**config.mk**
```make
export PLATFORM = sky130hd
export DESIGN_NAME = dmcc_top
export DESIGN_NICKNAME = d
export VERILOG_FILES = /design/src/hw/dmcc_pkg.sv /design/src/hw/dmcc_tear_if.sv /design/src/hw/dmcc_top.sv /design/src/hw/dmcc_tear_gen.sv /design/src/hw/dmcc_timer.sv
export VERILOG_INCLUDE_DIRS = /design/src /design/src/hw
export SDC_FILE = /design/constraint.sdc
export NUM_CORES = 1
export LEC_CHECK = 0
export ABC_AREA = 1
export BUFFER_PORTS_ARGS = -buffer_cell sky130_fd_sc_hd__buf_2
export CAP_MARGIN = 20
export CORE_MARGIN = 1.5
export CORE_UTILIZATION = 55
export CTS_BUF_LIST = sky130_fd_sc_hd__clkbuf_16
export CTS_CLUSTER_SIZE = 24
export DETAILED_ROUTE_END_ITERATION = 7
export GPL_ROUTABILITY_DRIVEN = 0
export PLACE_DENSITY_LB_ADDON = 0.08
export SLEW_MARGIN = 15
export SYNTH_ARGS = -nofsm -noshare
export SYNTH_HDL_FRONTEND = slang
export SYNTH_HIERARCHICAL = 1
export SYNTH_SLANG_ARGS = --single-unit
```
**constraint.sdc**
```tcl
create_clock -name clock -period 1.81 [get_ports clock]
set_input_delay 0.181 -clock clock [delete_from_list [all_inputs] [get_ports clock]]
set_output_delay 0.181 -clock clock [all_outputs]
set_load 0.03 [all_outputs]
```
**src/hw/dmcc_regs.svh**
```systemverilog
// Purpose: register offsets, reset values and timing counts of the display mode control
// Assumes: 125 MHz system clock
// Notes: offsets are byte addresses of 32-bit words (index times four)
`ifndef DMCC_REGS_SVH
`define DMCC_REGS_SVH
// ----------------------------------------
// register map
// ----------------------------------------
`define DMCC_CMD_ADDR 8'h00
`define DMCC_STATUS_ADDR 8'h04
`define DMCC_TIMING_ADDR 8'h08
`define DMCC_GAMMA_IDX 8'h26
`define DMCC_TEAR_IDX 8'h35
// ----------------------------------------
// command codes
// ----------------------------------------
`define DMCC_OP_SLEEP_IN 8'h10
`define DMCC_OP_SLEEP_OUT 8'h11
`define DMCC_OP_INV_OFF 8'h20
`define DMCC_OP_INV_ON 8'h21
`define DMCC_OP_GAMMA 8'h26
`define DMCC_OP_DISP_OFF 8'h28
`define DMCC_OP_DISP_ON 8'h29
`define DMCC_OP_TEAR_OFF 8'h34
`define DMCC_OP_TEAR_ON 8'h35
// ----------------------------------------
// reset values and field positions
// ----------------------------------------
`define DMCC_GAMMA_RST 8'h01
`define DMCC_GAMMA_C1 8'h01
`define DMCC_GAMMA_C2 8'h02
`define DMCC_GAMMA_C3 8'h04
`define DMCC_GAMMA_C4 8'h08
`define DMCC_TEAR_RST 8'h00
`define DMCC_TEAR_MASK 8'hF3
`define DMCC_TEAR_MODE_BIT 0
`define DMCC_TEAR_POL_BIT 1
`define DMCC_TEAR_WID_LSB 4
`define DMCC_CKSUM_BIT 0
// ----------------------------------------
// timing
// ----------------------------------------
`define DMCC_CLK_MHZ 125
`define DMCC_SEQ_US 20000
`define DMCC_SEQ_CYC (`DMCC_SEQ_US * `DMCC_CLK_MHZ)
`endif

```
**src/hw/dmcc_pkg.sv**
```systemverilog
// Purpose: shared types of the display mode control
// Assumes: nothing
// Notes: constants live in dmcc_regs.svh
`default_nettype none
package dmcc_pkg;
	typedef enum logic [1:0] {
		PWR_SLEEP,
		PWR_WAKING,
		PWR_AWAKE,
		PWR_FALLING
	} dmcc_pwr_t;
endpackage : dmcc_pkg
`default_nettype wire

```
**src/hw/dmcc_tear_if.sv**
```systemverilog
// Purpose: carries tear output settings and line timing to the sync generator
// Assumes: single clock
// Notes: none
`default_nettype none
interface dmcc_tear_if;
	logic enable;
	logic force_low;
	logic mode;
	logic polarity;
	logic [3:0] width;
	logic line_tick;
	logic frame_start;
	logic hblank;
	logic te;
	modport ctrl (output enable, force_low, mode, polarity, width, line_tick, frame_start,
		hblank, input te);
	modport gen (input enable, force_low, mode, polarity, width, line_tick, frame_start,
		hblank, output te);
endinterface : dmcc_tear_if
`default_nettype wire

```
**src/hw/dmcc_top.sv**
```systemverilog
// Purpose: command interpreter for sleep, display, inversion, gamma and tear sync
// Assumes: Wishbone classic slave, 32-bit data, 125 MHz clock
// Notes: commands written to the command register as opcode plus parameter
//
// Summary of operation
// - status bit 0 set when checksums differ
// - 10h starts power-down sleep-in sequence
// - 10h ignored while already asleep
// - every reset leaves device asleep
// - 11h starts power-up and register reload
// - 11h while awake changes nothing
// - 20h inversion off, 21h on, default off
// - gamma select one-hot, default 01h
// - invalid gamma code keeps current curve
// - 28h blanks output, off after reset
// - display on/off touch nothing else
// - 29h restores frame-memory output
// - redundant display on/off ignored
// - 34h disables tear output, held low
// - 34h ignored when tear already off
// - 35h parameter: width, polarity, mode
// - mode 0 vertical, mode 1 both blankings
// - sleep with tear on drives low
// - tear timing ignores line refresh order
// - polarity 0 high, 1 low
// - pulse lasts width plus one lines
//
// Local design decision: register access over Wishbone.
`default_nettype none
`include "dmcc_regs.svh"
module dmcc_top #(
	parameter int SEQ_CYCLES = `DMCC_SEQ_CYC
) (
	input wire logic clock, // system clock
	input wire logic nrst, // sync reset, active low
	input wire logic wb_cyc_i, // bus cycle
	input wire logic wb_stb_i, // strobe
	input wire logic wb_we_i, // write enable
	input wire logic [7:0] wb_adr_i, // byte address
	input wire logic [3:0] wb_sel_i, // byte lanes
	input wire logic [31:0] wb_dat_i, // write data
	output logic [31:0] wb_dat_o, // read data
	output logic wb_ack_o, // acknowledge
	input wire logic line_tick, // one pulse per panel line
	input wire logic frame_start, // first line of vertical porch
	input wire logic hblank, // horizontal blanking level
	input wire logic line_refresh_order, // memory_access_control order bit
	input wire logic cksum_mismatch, // checksum compare result
	output logic frame_sync_output, // tearing-effect pin
	output logic panel_output_en, // frame memory to panel
	output logic invert_on, // pixel inversion
	output logic power_on, // panel powered
	output logic reload_pulse // register reload request
);
	// ----------------------------------------
	// state
	// ----------------------------------------
	typedef struct packed {
		dmcc_pkg::dmcc_pwr_t pwr;
		logic disp_on;
		logic inv_on;
		logic [7:0] gamma;
		logic [7:0] gamma_raw;
		logic tear_on;
		logic [7:0] tear_cfg;
		logic cksum;
		logic reload;
		logic ack;
		logic [31:0] rdata;
		logic power;
		logic panel;
		logic seq_go;
	} dmcc_st_t;
	dmcc_st_t s_q, s_d;

	logic seq_done;
	logic wr_cmd;
	logic rd_req;
	logic [7:0] op;
	logic [7:0] prm;
	logic order_unused;
	dmcc_tear_if tif ();

	function automatic logic gamma_valid(input logic [7:0] c);
		return c == `DMCC_GAMMA_C1 || c == `DMCC_GAMMA_C2 ||
			c == `DMCC_GAMMA_C3 || c == `DMCC_GAMMA_C4;
	endfunction : gamma_valid

	// ----------------------------------------
	// bus decode
	// ----------------------------------------
	assign op = wb_dat_i[15:8];
	assign prm = wb_dat_i[7:0];
	assign wr_cmd = wb_cyc_i && wb_stb_i && wb_we_i && !s_q.ack &&
		wb_adr_i == `DMCC_CMD_ADDR && wb_sel_i[1:0] == 2'h3;
	assign rd_req = wb_cyc_i && wb_stb_i && !wb_we_i && !s_q.ack;
	// tear timing deliberately never looks at refresh order
	assign order_unused = line_refresh_order;

	always_comb begin
		s_d = s_q;
		s_d.reload = 1'b0;
		s_d.seq_go = 1'b0;
		s_d.ack = wb_cyc_i && wb_stb_i && !s_q.ack;
		s_d.cksum = cksum_mismatch;
		s_d.rdata = 32'h00000000;
		if (rd_req) begin
			case (wb_adr_i)
				`DMCC_STATUS_ADDR: s_d.rdata = {24'h000000, s_q.tear_on, s_q.power,
					s_q.pwr == dmcc_pkg::PWR_AWAKE, s_q.disp_on, s_q.inv_on, 2'h0,
					s_q.cksum};
				(`DMCC_GAMMA_IDX << 2): s_d.rdata = {24'h000000, s_q.gamma};
				(`DMCC_TEAR_IDX << 2): s_d.rdata = {24'h000000, s_q.tear_cfg};
				default: s_d.rdata = 32'h00000000;
			endcase
		end
		if (wr_cmd) begin
			case (op)
				`DMCC_OP_SLEEP_IN: begin
					if (s_q.pwr == dmcc_pkg::PWR_AWAKE ||
						s_q.pwr == dmcc_pkg::PWR_WAKING) begin
						s_d.pwr = dmcc_pkg::PWR_FALLING;
						s_d.panel = 1'b0;
						s_d.seq_go = 1'b1;
					end
				end
				`DMCC_OP_SLEEP_OUT: begin
					if (s_q.pwr == dmcc_pkg::PWR_SLEEP ||
						s_q.pwr == dmcc_pkg::PWR_FALLING) begin
						s_d.pwr = dmcc_pkg::PWR_WAKING;
						s_d.power = 1'b1;
						s_d.reload = 1'b1;
						s_d.seq_go = 1'b1;
					end
				end
				`DMCC_OP_INV_OFF: s_d.inv_on = 1'b0;
				`DMCC_OP_INV_ON: s_d.inv_on = 1'b1;
				`DMCC_OP_GAMMA: begin
					s_d.gamma_raw = prm;
					if (gamma_valid(prm))
						s_d.gamma = prm;
				end
				`DMCC_OP_DISP_OFF: begin
					if (s_q.disp_on)
						s_d.disp_on = 1'b0;
				end
				`DMCC_OP_DISP_ON: begin
					if (!s_q.disp_on)
						s_d.disp_on = 1'b1;
				end
				`DMCC_OP_TEAR_OFF: begin
					if (s_q.tear_on)
						s_d.tear_on = 1'b0;
				end
				`DMCC_OP_TEAR_ON: begin
					s_d.tear_on = 1'b1;
					s_d.tear_cfg = prm & `DMCC_TEAR_MASK;
				end
				default: s_d.tear_on = s_q.tear_on;
			endcase
		end
		case (s_q.pwr)
			dmcc_pkg::PWR_WAKING: if (seq_done) s_d.pwr = dmcc_pkg::PWR_AWAKE;
			dmcc_pkg::PWR_FALLING: if (seq_done) begin
				s_d.pwr = dmcc_pkg::PWR_SLEEP;
				s_d.power = 1'b0;
			end
			default: s_d.pwr = s_d.pwr;
		endcase
		// display on/off only gate output; memory and modes untouched
		if (s_d.pwr == dmcc_pkg::PWR_AWAKE)
			s_d.panel = s_d.disp_on;
		else
			s_d.panel = 1'b0;
	end

	always_ff @(posedge clock) begin
		if (!nrst) begin
			s_q <= '0;
			s_q.pwr <= dmcc_pkg::PWR_SLEEP;
			s_q.gamma <= `DMCC_GAMMA_RST;
			s_q.gamma_raw <= `DMCC_GAMMA_RST;
			s_q.tear_cfg <= `DMCC_TEAR_RST;
			s_q.cksum <= 1'b1;
		end else begin
			s_q <= s_d;
		end
	end

	// ----------------------------------------
	// submodules
	// ----------------------------------------
	dmcc_timer #(
		.CYCLES(SEQ_CYCLES)
	) u_timer (
		.clock(clock),
		.nrst(nrst),
		.start(s_q.seq_go),
		.done(seq_done)
	);

	assign tif.enable = s_q.tear_on;
	assign tif.force_low = s_q.pwr != dmcc_pkg::PWR_AWAKE;
	assign tif.mode = s_q.tear_cfg[`DMCC_TEAR_MODE_BIT];
	assign tif.polarity = s_q.tear_cfg[`DMCC_TEAR_POL_BIT];
	assign tif.width = s_q.tear_cfg[`DMCC_TEAR_WID_LSB +: 4];
	assign tif.line_tick = line_tick;
	assign tif.frame_start = frame_start;
	assign tif.hblank = hblank;

	dmcc_tear_gen u_tear (
		.clock(clock),
		.nrst(nrst),
		.tif(tif)
	);

	assign frame_sync_output = tif.te;
	assign wb_ack_o = s_q.ack;
	assign wb_dat_o = s_q.rdata;
	assign panel_output_en = s_q.panel;
	assign invert_on = s_q.inv_on;
	assign power_on = s_q.power;
	assign reload_pulse = s_q.reload;
endmodule : dmcc_top
`default_nettype wire

```
**src/hw/dmcc_tear_gen.sv**
```systemverilog
// Purpose: builds the tearing-effect sync level from line timing and settings
// Assumes: line_tick pulses once per line, frame_start once per frame on a line tick
// Notes: output registered
`default_nettype none
module dmcc_tear_gen (
	input wire logic clock, // system clock
	input wire logic nrst, // sync reset, active low
	dmcc_tear_if.gen tif // settings and timing
);
	typedef struct packed {
		logic [4:0] left;
		logic te;
	} dmcc_tg_st_t;
	dmcc_tg_st_t s_q, s_d;
	logic active;

	always_comb begin
		s_d = s_q;
		if (tif.frame_start)
			s_d.left = 5'(tif.width) + 5'h01;
		else if (tif.line_tick && s_q.left != 5'h00)
			s_d.left = s_q.left - 5'h01;
		// mode 0 vertical only; mode 1 adds horizontal blanking
		active = (s_q.left != 5'h00) || (tif.mode && tif.hblank);
		if (!tif.enable)
			s_d.te = 1'b0;
		else if (tif.force_low)
			s_d.te = 1'b0;
		else
			s_d.te = active ^ tif.polarity;
	end

	always_ff @(posedge clock) begin
		if (!nrst)
			s_q <= '0;
		else
			s_q <= s_d;
	end
	assign tif.te = s_q.te;
endmodule : dmcc_tear_gen
`default_nettype wire

```
**src/hw/dmcc_timer.sv**
```systemverilog
// Purpose: one-shot cycle counter for power sequences
// Assumes: start is a one-cycle pulse
// Notes: done pulses once when the count runs out
`default_nettype none
module dmcc_timer #(
	parameter int CYCLES = 2500000
) (
	input wire logic clock, // system clock
	input wire logic nrst, // sync reset, active low
	input wire logic start, // begin counting
	output logic done // one-cycle end pulse
);
	typedef struct packed {
		logic [31:0] cnt;
		logic run;
		logic done;
	} dmcc_tm_st_t;
	dmcc_tm_st_t s_q, s_d;

	always_comb begin
		s_d = s_q;
		s_d.done = 1'b0;
		if (start) begin
			s_d.cnt = 32'(CYCLES - 1);
			s_d.run = 1'b1;
		end else if (s_q.run) begin
			if (s_q.cnt == 32'h00000000) begin
				s_d.run = 1'b0;
				s_d.done = 1'b1;
			end else begin
				s_d.cnt = s_q.cnt - 32'h00000001;
			end
		end
	end

	always_ff @(posedge clock) begin
		if (!nrst)
			s_q <= '0;
		else
			s_q <= s_d;
	end
	assign done = s_q.done;
endmodule : dmcc_timer
`default_nettype wire

```
==> flow_summary.ini, run 1 <==
[status]
outcome = completed

[finish]
drive_above_1_share_pct = 18.6
area_growth_pct = 12.8
fin_nets = 854
fill_cells = 805
fin_cells = 901
antenna_cells = 0

[logic_synthesis]
synth_most_common_cell = nand2_1
synth-seq-cells = 73
ys_seq_area_share_pct = 30.8
ys_warn_count = 6
avgSynthCellArea_sq_um = 6.47
synth.largest_area_cell = dfxtp_1
synth_edf_count = 0
synth_area_sq_um = 4740
ys_async_sr_fraction_pct = 0
synth_top_area_share_pct = 30.8
synthTopCellsByCount = nand2_1 (191), nor2_1 (114), inv_1 (79), dfxtp_1 (73), nand3_1 (53)
synthCells = 732
yosys-top-cells-area = dfxtp_1 (31%), nand2_1 (15%), nor2_1 (9.0%), inv_1 (6.3%), nand3_1 (5.6%)
synth_top_flop_cell = dfxtp_1
yosysUniqueCellTypes = 44

[drt]
wirelength_mm = 11.4
routedWlPerCell_um = 12.7
drt_iter0_markers = 157
via_per_inst = 5.13
drtPass1Iterations = 5
drc = 0
vias = 4618
postRouteAntennaNets = 0

[global_routing]
grt_pass1_wl_mm = 19.2
overflow = 0
grt_max_degree = 26
grt_usage_pct = 26.9
antenna_found_initial = 0
first_global_vias = 4366

[timing]
rsz0062_at_grt = false
worst_pin_slew_ns = 0.574
finalHoldViolCount = 0
period_needed_ns = 1.69
whs_ns = 0.0394
drv_slew = 0
relSlewSlack_pct = 61.7
skew_ns = 0.00487
finalSetupViolCount = 0
period_share_pct = 93.2
max_freq_mhz = 593

[critical_path]
crit_type = reg -> reg
critPathRequiredTime_ns = 2.09
worstPathArrival_ns = 1.96
worst-path-max-fanout = 13
start_kind = flip-flop
crit_path_end_kind = flip-flop

[floorplan]
dieArea_sq_um = 9180
num_rows = 33
die_x_um = 95.8
initial_core_util_pct = 57.1
io_pins = 92
coreArea_sq_um = 8300
die_y_um = 95.8

[power_and_ir_drop]
leakage_uw = 0.00276
power_density_nw_per_um2 = 702
vdd_drop_max_v = 0.000469

[clock_network]
cts_tree = yes
htreeDepth = 3
cts.sinks = 73
root_buffer = clkbuf_16
clkTransAtPathRegs_ns = 0.06
cts_buffers = 9
clock_latency_ns = 0.34
cts_max_path_buffers = 2

[place]
dp_hpwl_mm = 8.50
io_buffers = 48
dp.cells = 879

[job]
maxCapViolations = 0

[worst_hold_path]
hold_path_class = in -> reg
[area by class of cell]
class                      instances  area [sq um]  share of cell area (%)
clock buffer                       9           225                    4.22
sequential                        73          1460                    27.4
tap                              105           131                    2.46
timing repair buffer              67           395                    7.40
inverter                          93           355                    6.65
multi-input combinational        547          2700                    50.6
clock inverter                     7          71.3                    1.33
[sequential cells by signal (all words and copies together), names as in the netlist]
| name | count |
|---|---|
| wb_ack_o | 1 |
| u_tear/tif.te | 1 |
| tif.enable | 1 |
| u_timer/s_q | 33 |
| panel_output_en | 1 |
| u_timer/done | 1 |
| s_q | 19 |
| power_on | 1 |
| wb_dat_o | 8 |
| reload_pulse | 1 |
| u_tear/s_q | 5 |
| invert_on | 1 |
[kinds of logic (layout without fill, tap and decap cells)]
kind of cell	count (synthesis)	count (layout)	share of synthesized area, %
simple gates	441	442	43.5
buf+inv	136	176	14.3
flops	73	73	30.8
compound gates	59	59	6.55
xor+xnor	13	13	2.40
fa+ha+maj	9	9	2.38
other cells	1	24	0.0791
[timing repair]
action                                  in CTS  in global routing
pin swaps                                    1                  1
gates cloned                                 1                  0
buffers inserted                             0                  5
resized for setup                            0                  4
endpoints found under the setup margin       1                 10
hold buffers                                 0                  0
[placed cells by master, fill, tap and decap left out, types with 7 or more instances in the layout]
master | netlist | layout
xor2_1 | 7 | 7
dfxtp_1 | 73 | 73
o21ai_0 | 16 | 16
conb_1 | 1 | 24
buf_4 | 32 | 18
nor2_4 | 7 | 8
clkbuf_16 | 0 | 9
buf_2 | 5 | 48
nand3_1 | 53 | 53
nand2_2 | 16 | 16
nor2_1 | 114 | 112
ha_1 | 9 | 9
nand4_1 | 14 | 14
a21oi_1 | 30 | 30
nor3_1 | 7 | 7
nand2_1 | 191 | 191
inv_2 | 11 | 12
nor2_2 | 12 | 14
inv_1 | 79 | 79
nand3b_1 | 8 | 8
[path summary, 6_finish.rpt]
kind,from,to,slack [ns],depth (start not counted)
setup / recovery,u_timer/s_q[2],u_timer/s_q[22],0.12,12
hold / removal,cksum_mismatch,s_q[37],0.04,2
setup reg to reg,u_timer/s_q[2],u_timer/s_q[22],0.12,12
hold reg to reg,s_q[60],s_q[60],0.46,2
[per-stage QoR]
step	setup slack, ns	power (uW)	utilization, %	TNS (ns)	instance area [sq um]
floorplan	0.293	1930	-	0	4820
global placement	0.0482	1980	60.0	0	4980
detailed placement	-0.00469	1990	60.0	-0.00469	4980
CTS	0.107	3780	63.7	0	5280
global route	0.00509	3880	64.4	0	5340
finish	0.124	3750	64.4	0	5340
[power by group]
| part | switching, uW | internal (uW) |
|---|---|---|
| clock | 727 | 1070 |
| sequential | 8.97 | 1620 |
| combinational | 234 | 93.5 |
| total | 970 | 2780 |
[routing by layer]
layer  part of all wire [%]  track usage, %
met1                     42            31.3
met2                     50            47.7
met3                    5.1            4.42
met4                    2.8            13.0
met5                      0               0
[worst max-delay path: stages (launching register included)]
cell,delay (ns)
dfxtp_1,0.34
inv_2,0.06
ha_1,0.22
nand2_1,0.08
nor2_1,0.05
nand2_2,0.11
inv_2,0.06
nand2_4,0.12
nand2_8,0.10
buf_4,0.17
o21ai_0,0.17
nand2_1,0.07
nor2_1,0.08
(Power assumes the default switching activity.)
==> inputs of run 2 (changes only) <==
Settings changed: CORE_MARGIN 1.5 to not set, RECOVER_POWER set to 100.
==> run 2 against run 1 <==
Critical path depth increased by 1. Via count decreased by 1.5%. Clock power grew 4%. Largest cell class unchanged. Highest routed layer unchanged. Routed wire length fell by 1.2%. Sequential share of layout area rose by 0.51 points. Combinational power fell by 3%. Clock skew rose by 0.0042 ns. Core utilization is 0.86 points lower. Sequential cell count stayed put.
==> flow_summary.ini, run 2 (synthesis results as in run 1) <==
[status]
outcome = completed

[drt]
drtPass1Iterations = 5
wirelength_mm = 11.3
via_per_inst = 5.08
routedWlPerCell_um = 12.6
vias = 4551
drc = 0
postRouteAntennaNets = 0
drt_iter0_markers = 185

[finish]
multiInputGateArea_sq_um = 2680
fin_nets = 849
fill_cells = 791
largest_reg_flops = 33
area_growth_pct = 10.7
postLayoutCellArea_sq_um = 5250
final_cell_mix = nand2_1 (194), nor2_1 (114), inv_1 (80), dfxtp_1 (73), nand3_1 (54)
top_register = u_timer/s_q
drive_above_1_share_pct = 15.3
seq_area_sq_um = 1460
antenna_cells = 0
final_common_cell = nand2_1

[floorplan]
io_pins = 92
dieArea_sq_um = 8990
die_x_um = 94.8
num_rows = 33
initial_core_util_pct = 57.4
coreArea_sq_um = 8260
die_y_um = 94.8

[critical_path]
cpMostUsedCell = nand2_1
worstPathArrival_ns = 1.91
crit_type = reg -> reg
critPathBufInv = 4
start_kind = flip-flop
worst-path-max-fanout = 8
cp_top_family = simple AND/OR/NAND/NOR gates
cpPeakStageDelay_ns = 0.32
reg2reg_slack_ns = 0.13
slowest_stage = dfxtp_1
worstPathCellList = inv_1 > ha_1 > nand2_1 > nor2_1 > nand2_2 > inv_2 > nand2_4 > buf_4 > nand3_1 > nand2_1 > nand3_1 > nand2_1 > inv_1
critPathRequiredTime_ns = 2.04
crit_path_end_kind = flip-flop

[clock_network]
cts.sinks = 73
htreeDepth = 3
cts.hold.buffers_added = 0
clock_latency_ns = 0.33
cts_setup_buffers = 0
cts_max_path_buffers = 2
clkTransAtPathRegs_ns = 0.06
root_buffer = clkbuf_16
cts_buffers = 9
cts_tree = yes

[job]
maxCapViolations = 0

[place]
io_buffers = 48
dp_hpwl_mm = 8.25
postPlaceCellArea_sq_um = 4970

[timing]
max_freq_mhz = 597
period_share_pct = 92.6
rsz0062_at_grt = true
relSlewSlack_pct = 62.7
worst_pin_slew_ns = 0.559
period_needed_ns = 1.68
finalSetupViolCount = 0
finalHoldViolCount = 0
drv_slew = 0
skew_ns = 0.00909

[power_and_ir_drop]
vdd_drop_max_v = 0.000470
power_uw = 3800
p_sw_share_pct = 26.3
leakage_uw = 0.00264
comb_power_share_pct = 8.3
power.share.sequential_pct = 42.8
p_int_uw = 2800
power_density_nw_per_um2 = 725
p_sw_uw = 999
clockPowerShare_pct = 48.8

[global_routing]
grt_usage_pct = 25.8
antenna_found_initial = 0
first_global_vias = 4070
grt_max_degree = 26
overflow = 0
grt_pass1_wl_mm = 18.0

[worst_hold_path]
hold_path_class = in -> reg
==> run 2: cell types whose count changed in the layout (fill, tap and decap cells not counted), moves of 2 or more <==
cell      change
o21ai_0       -2
nor2_4        +2
clkbuf_1     +14
buf_2        -14
buf_4         -5
inv_6         +3
o21ai_1       +2
clkinv_2      -2
nor2_2        -3
nand2_2       -2
nand2_1       +3
nor2_1        +2
==> run 2: power groups by stage <==
stage                     Clock [uW]  Sequential [uW]  Combinational [uW]
after floorplan                    0             1660                 270
after global placement             0             1660                 319
after detailed placement           0             1660                 325
after CTS                       1890             1630                 325
after global routing            1970             1630                 353
final                           1860             1630                 316
==> run 2: final cells by class <==
cell class,count,share of cell area [%]
multi-input combinational,548,51.0
inverter,93,6.68
tap,105,2.50
timing repair buffer,61,6.11
clock buffer,9,4.29
sequential,73,27.9
clock inverter,7,1.55
==> run 2: worst paths after layout <==
kind,start,endpoint,depth (start not counted)
setup / recovery,u_timer/s_q[2],u_timer/s_q[23],13
hold / removal,cksum_mismatch,s_q[37],2
setup reg to reg,u_timer/s_q[2],u_timer/s_q[23],13
hold reg to reg,s_q[59],s_q[59],2
==> run 2: through the flow <==
| step | worst slack, ns | std cells | util [%] | TNS, ns | hold slack [ns] |
|---|---|---|---|---|---|
| finish | 0.134 | 896 | 63.5 | 0 | 0.0326 |
| global route | -0.00737 | 896 | 63.5 | -0.00737 | 0.0391 |
| CTS | 0.00698 | 894 | 63.9 | 0 | 0.0273 |
| detailed placement | 0.0260 | 878 | 60.2 | 0 | 0.373 |
| global placement | 0.0506 | 878 | 60.2 | 0 | 0.370 |
| floorplan | 0.293 | 755 | - | 0 | 0.279 |
==> run 2: per-layer routing <==
layer	routed length [um]	vias up	share of wire (%)	GRT usage, %
met4	304	0	2.7	11.4
met5	0	-	0	0
met2	5470	150	48	46.3
met1	4930	2027	44	29.9
li1	-	2349	-	-
met3	603	25	5.3	4.27
==> run 2: repair_timing <==
action / in CTS / in global routing
endpoints found under the setup margin: 0 / 14
resized for setup: 0 / 7
hold endpoints to repair: 0 / 0
==> run 2: worst reg2reg max path: stages, from the launching register on <==
cell and delay (ns):
dfxtp_1 0.32, inv_1 0.09, ha_1 0.23, nand2_1 0.07, nor2_1 0.05, nand2_2 0.10
inv_2 0.05, nand2_4 0.16, buf_4 0.20, nand3_1 0.08, nand2_1 0.07, nand3_1 0.06
nand2_1 0.08, inv_1 0.04
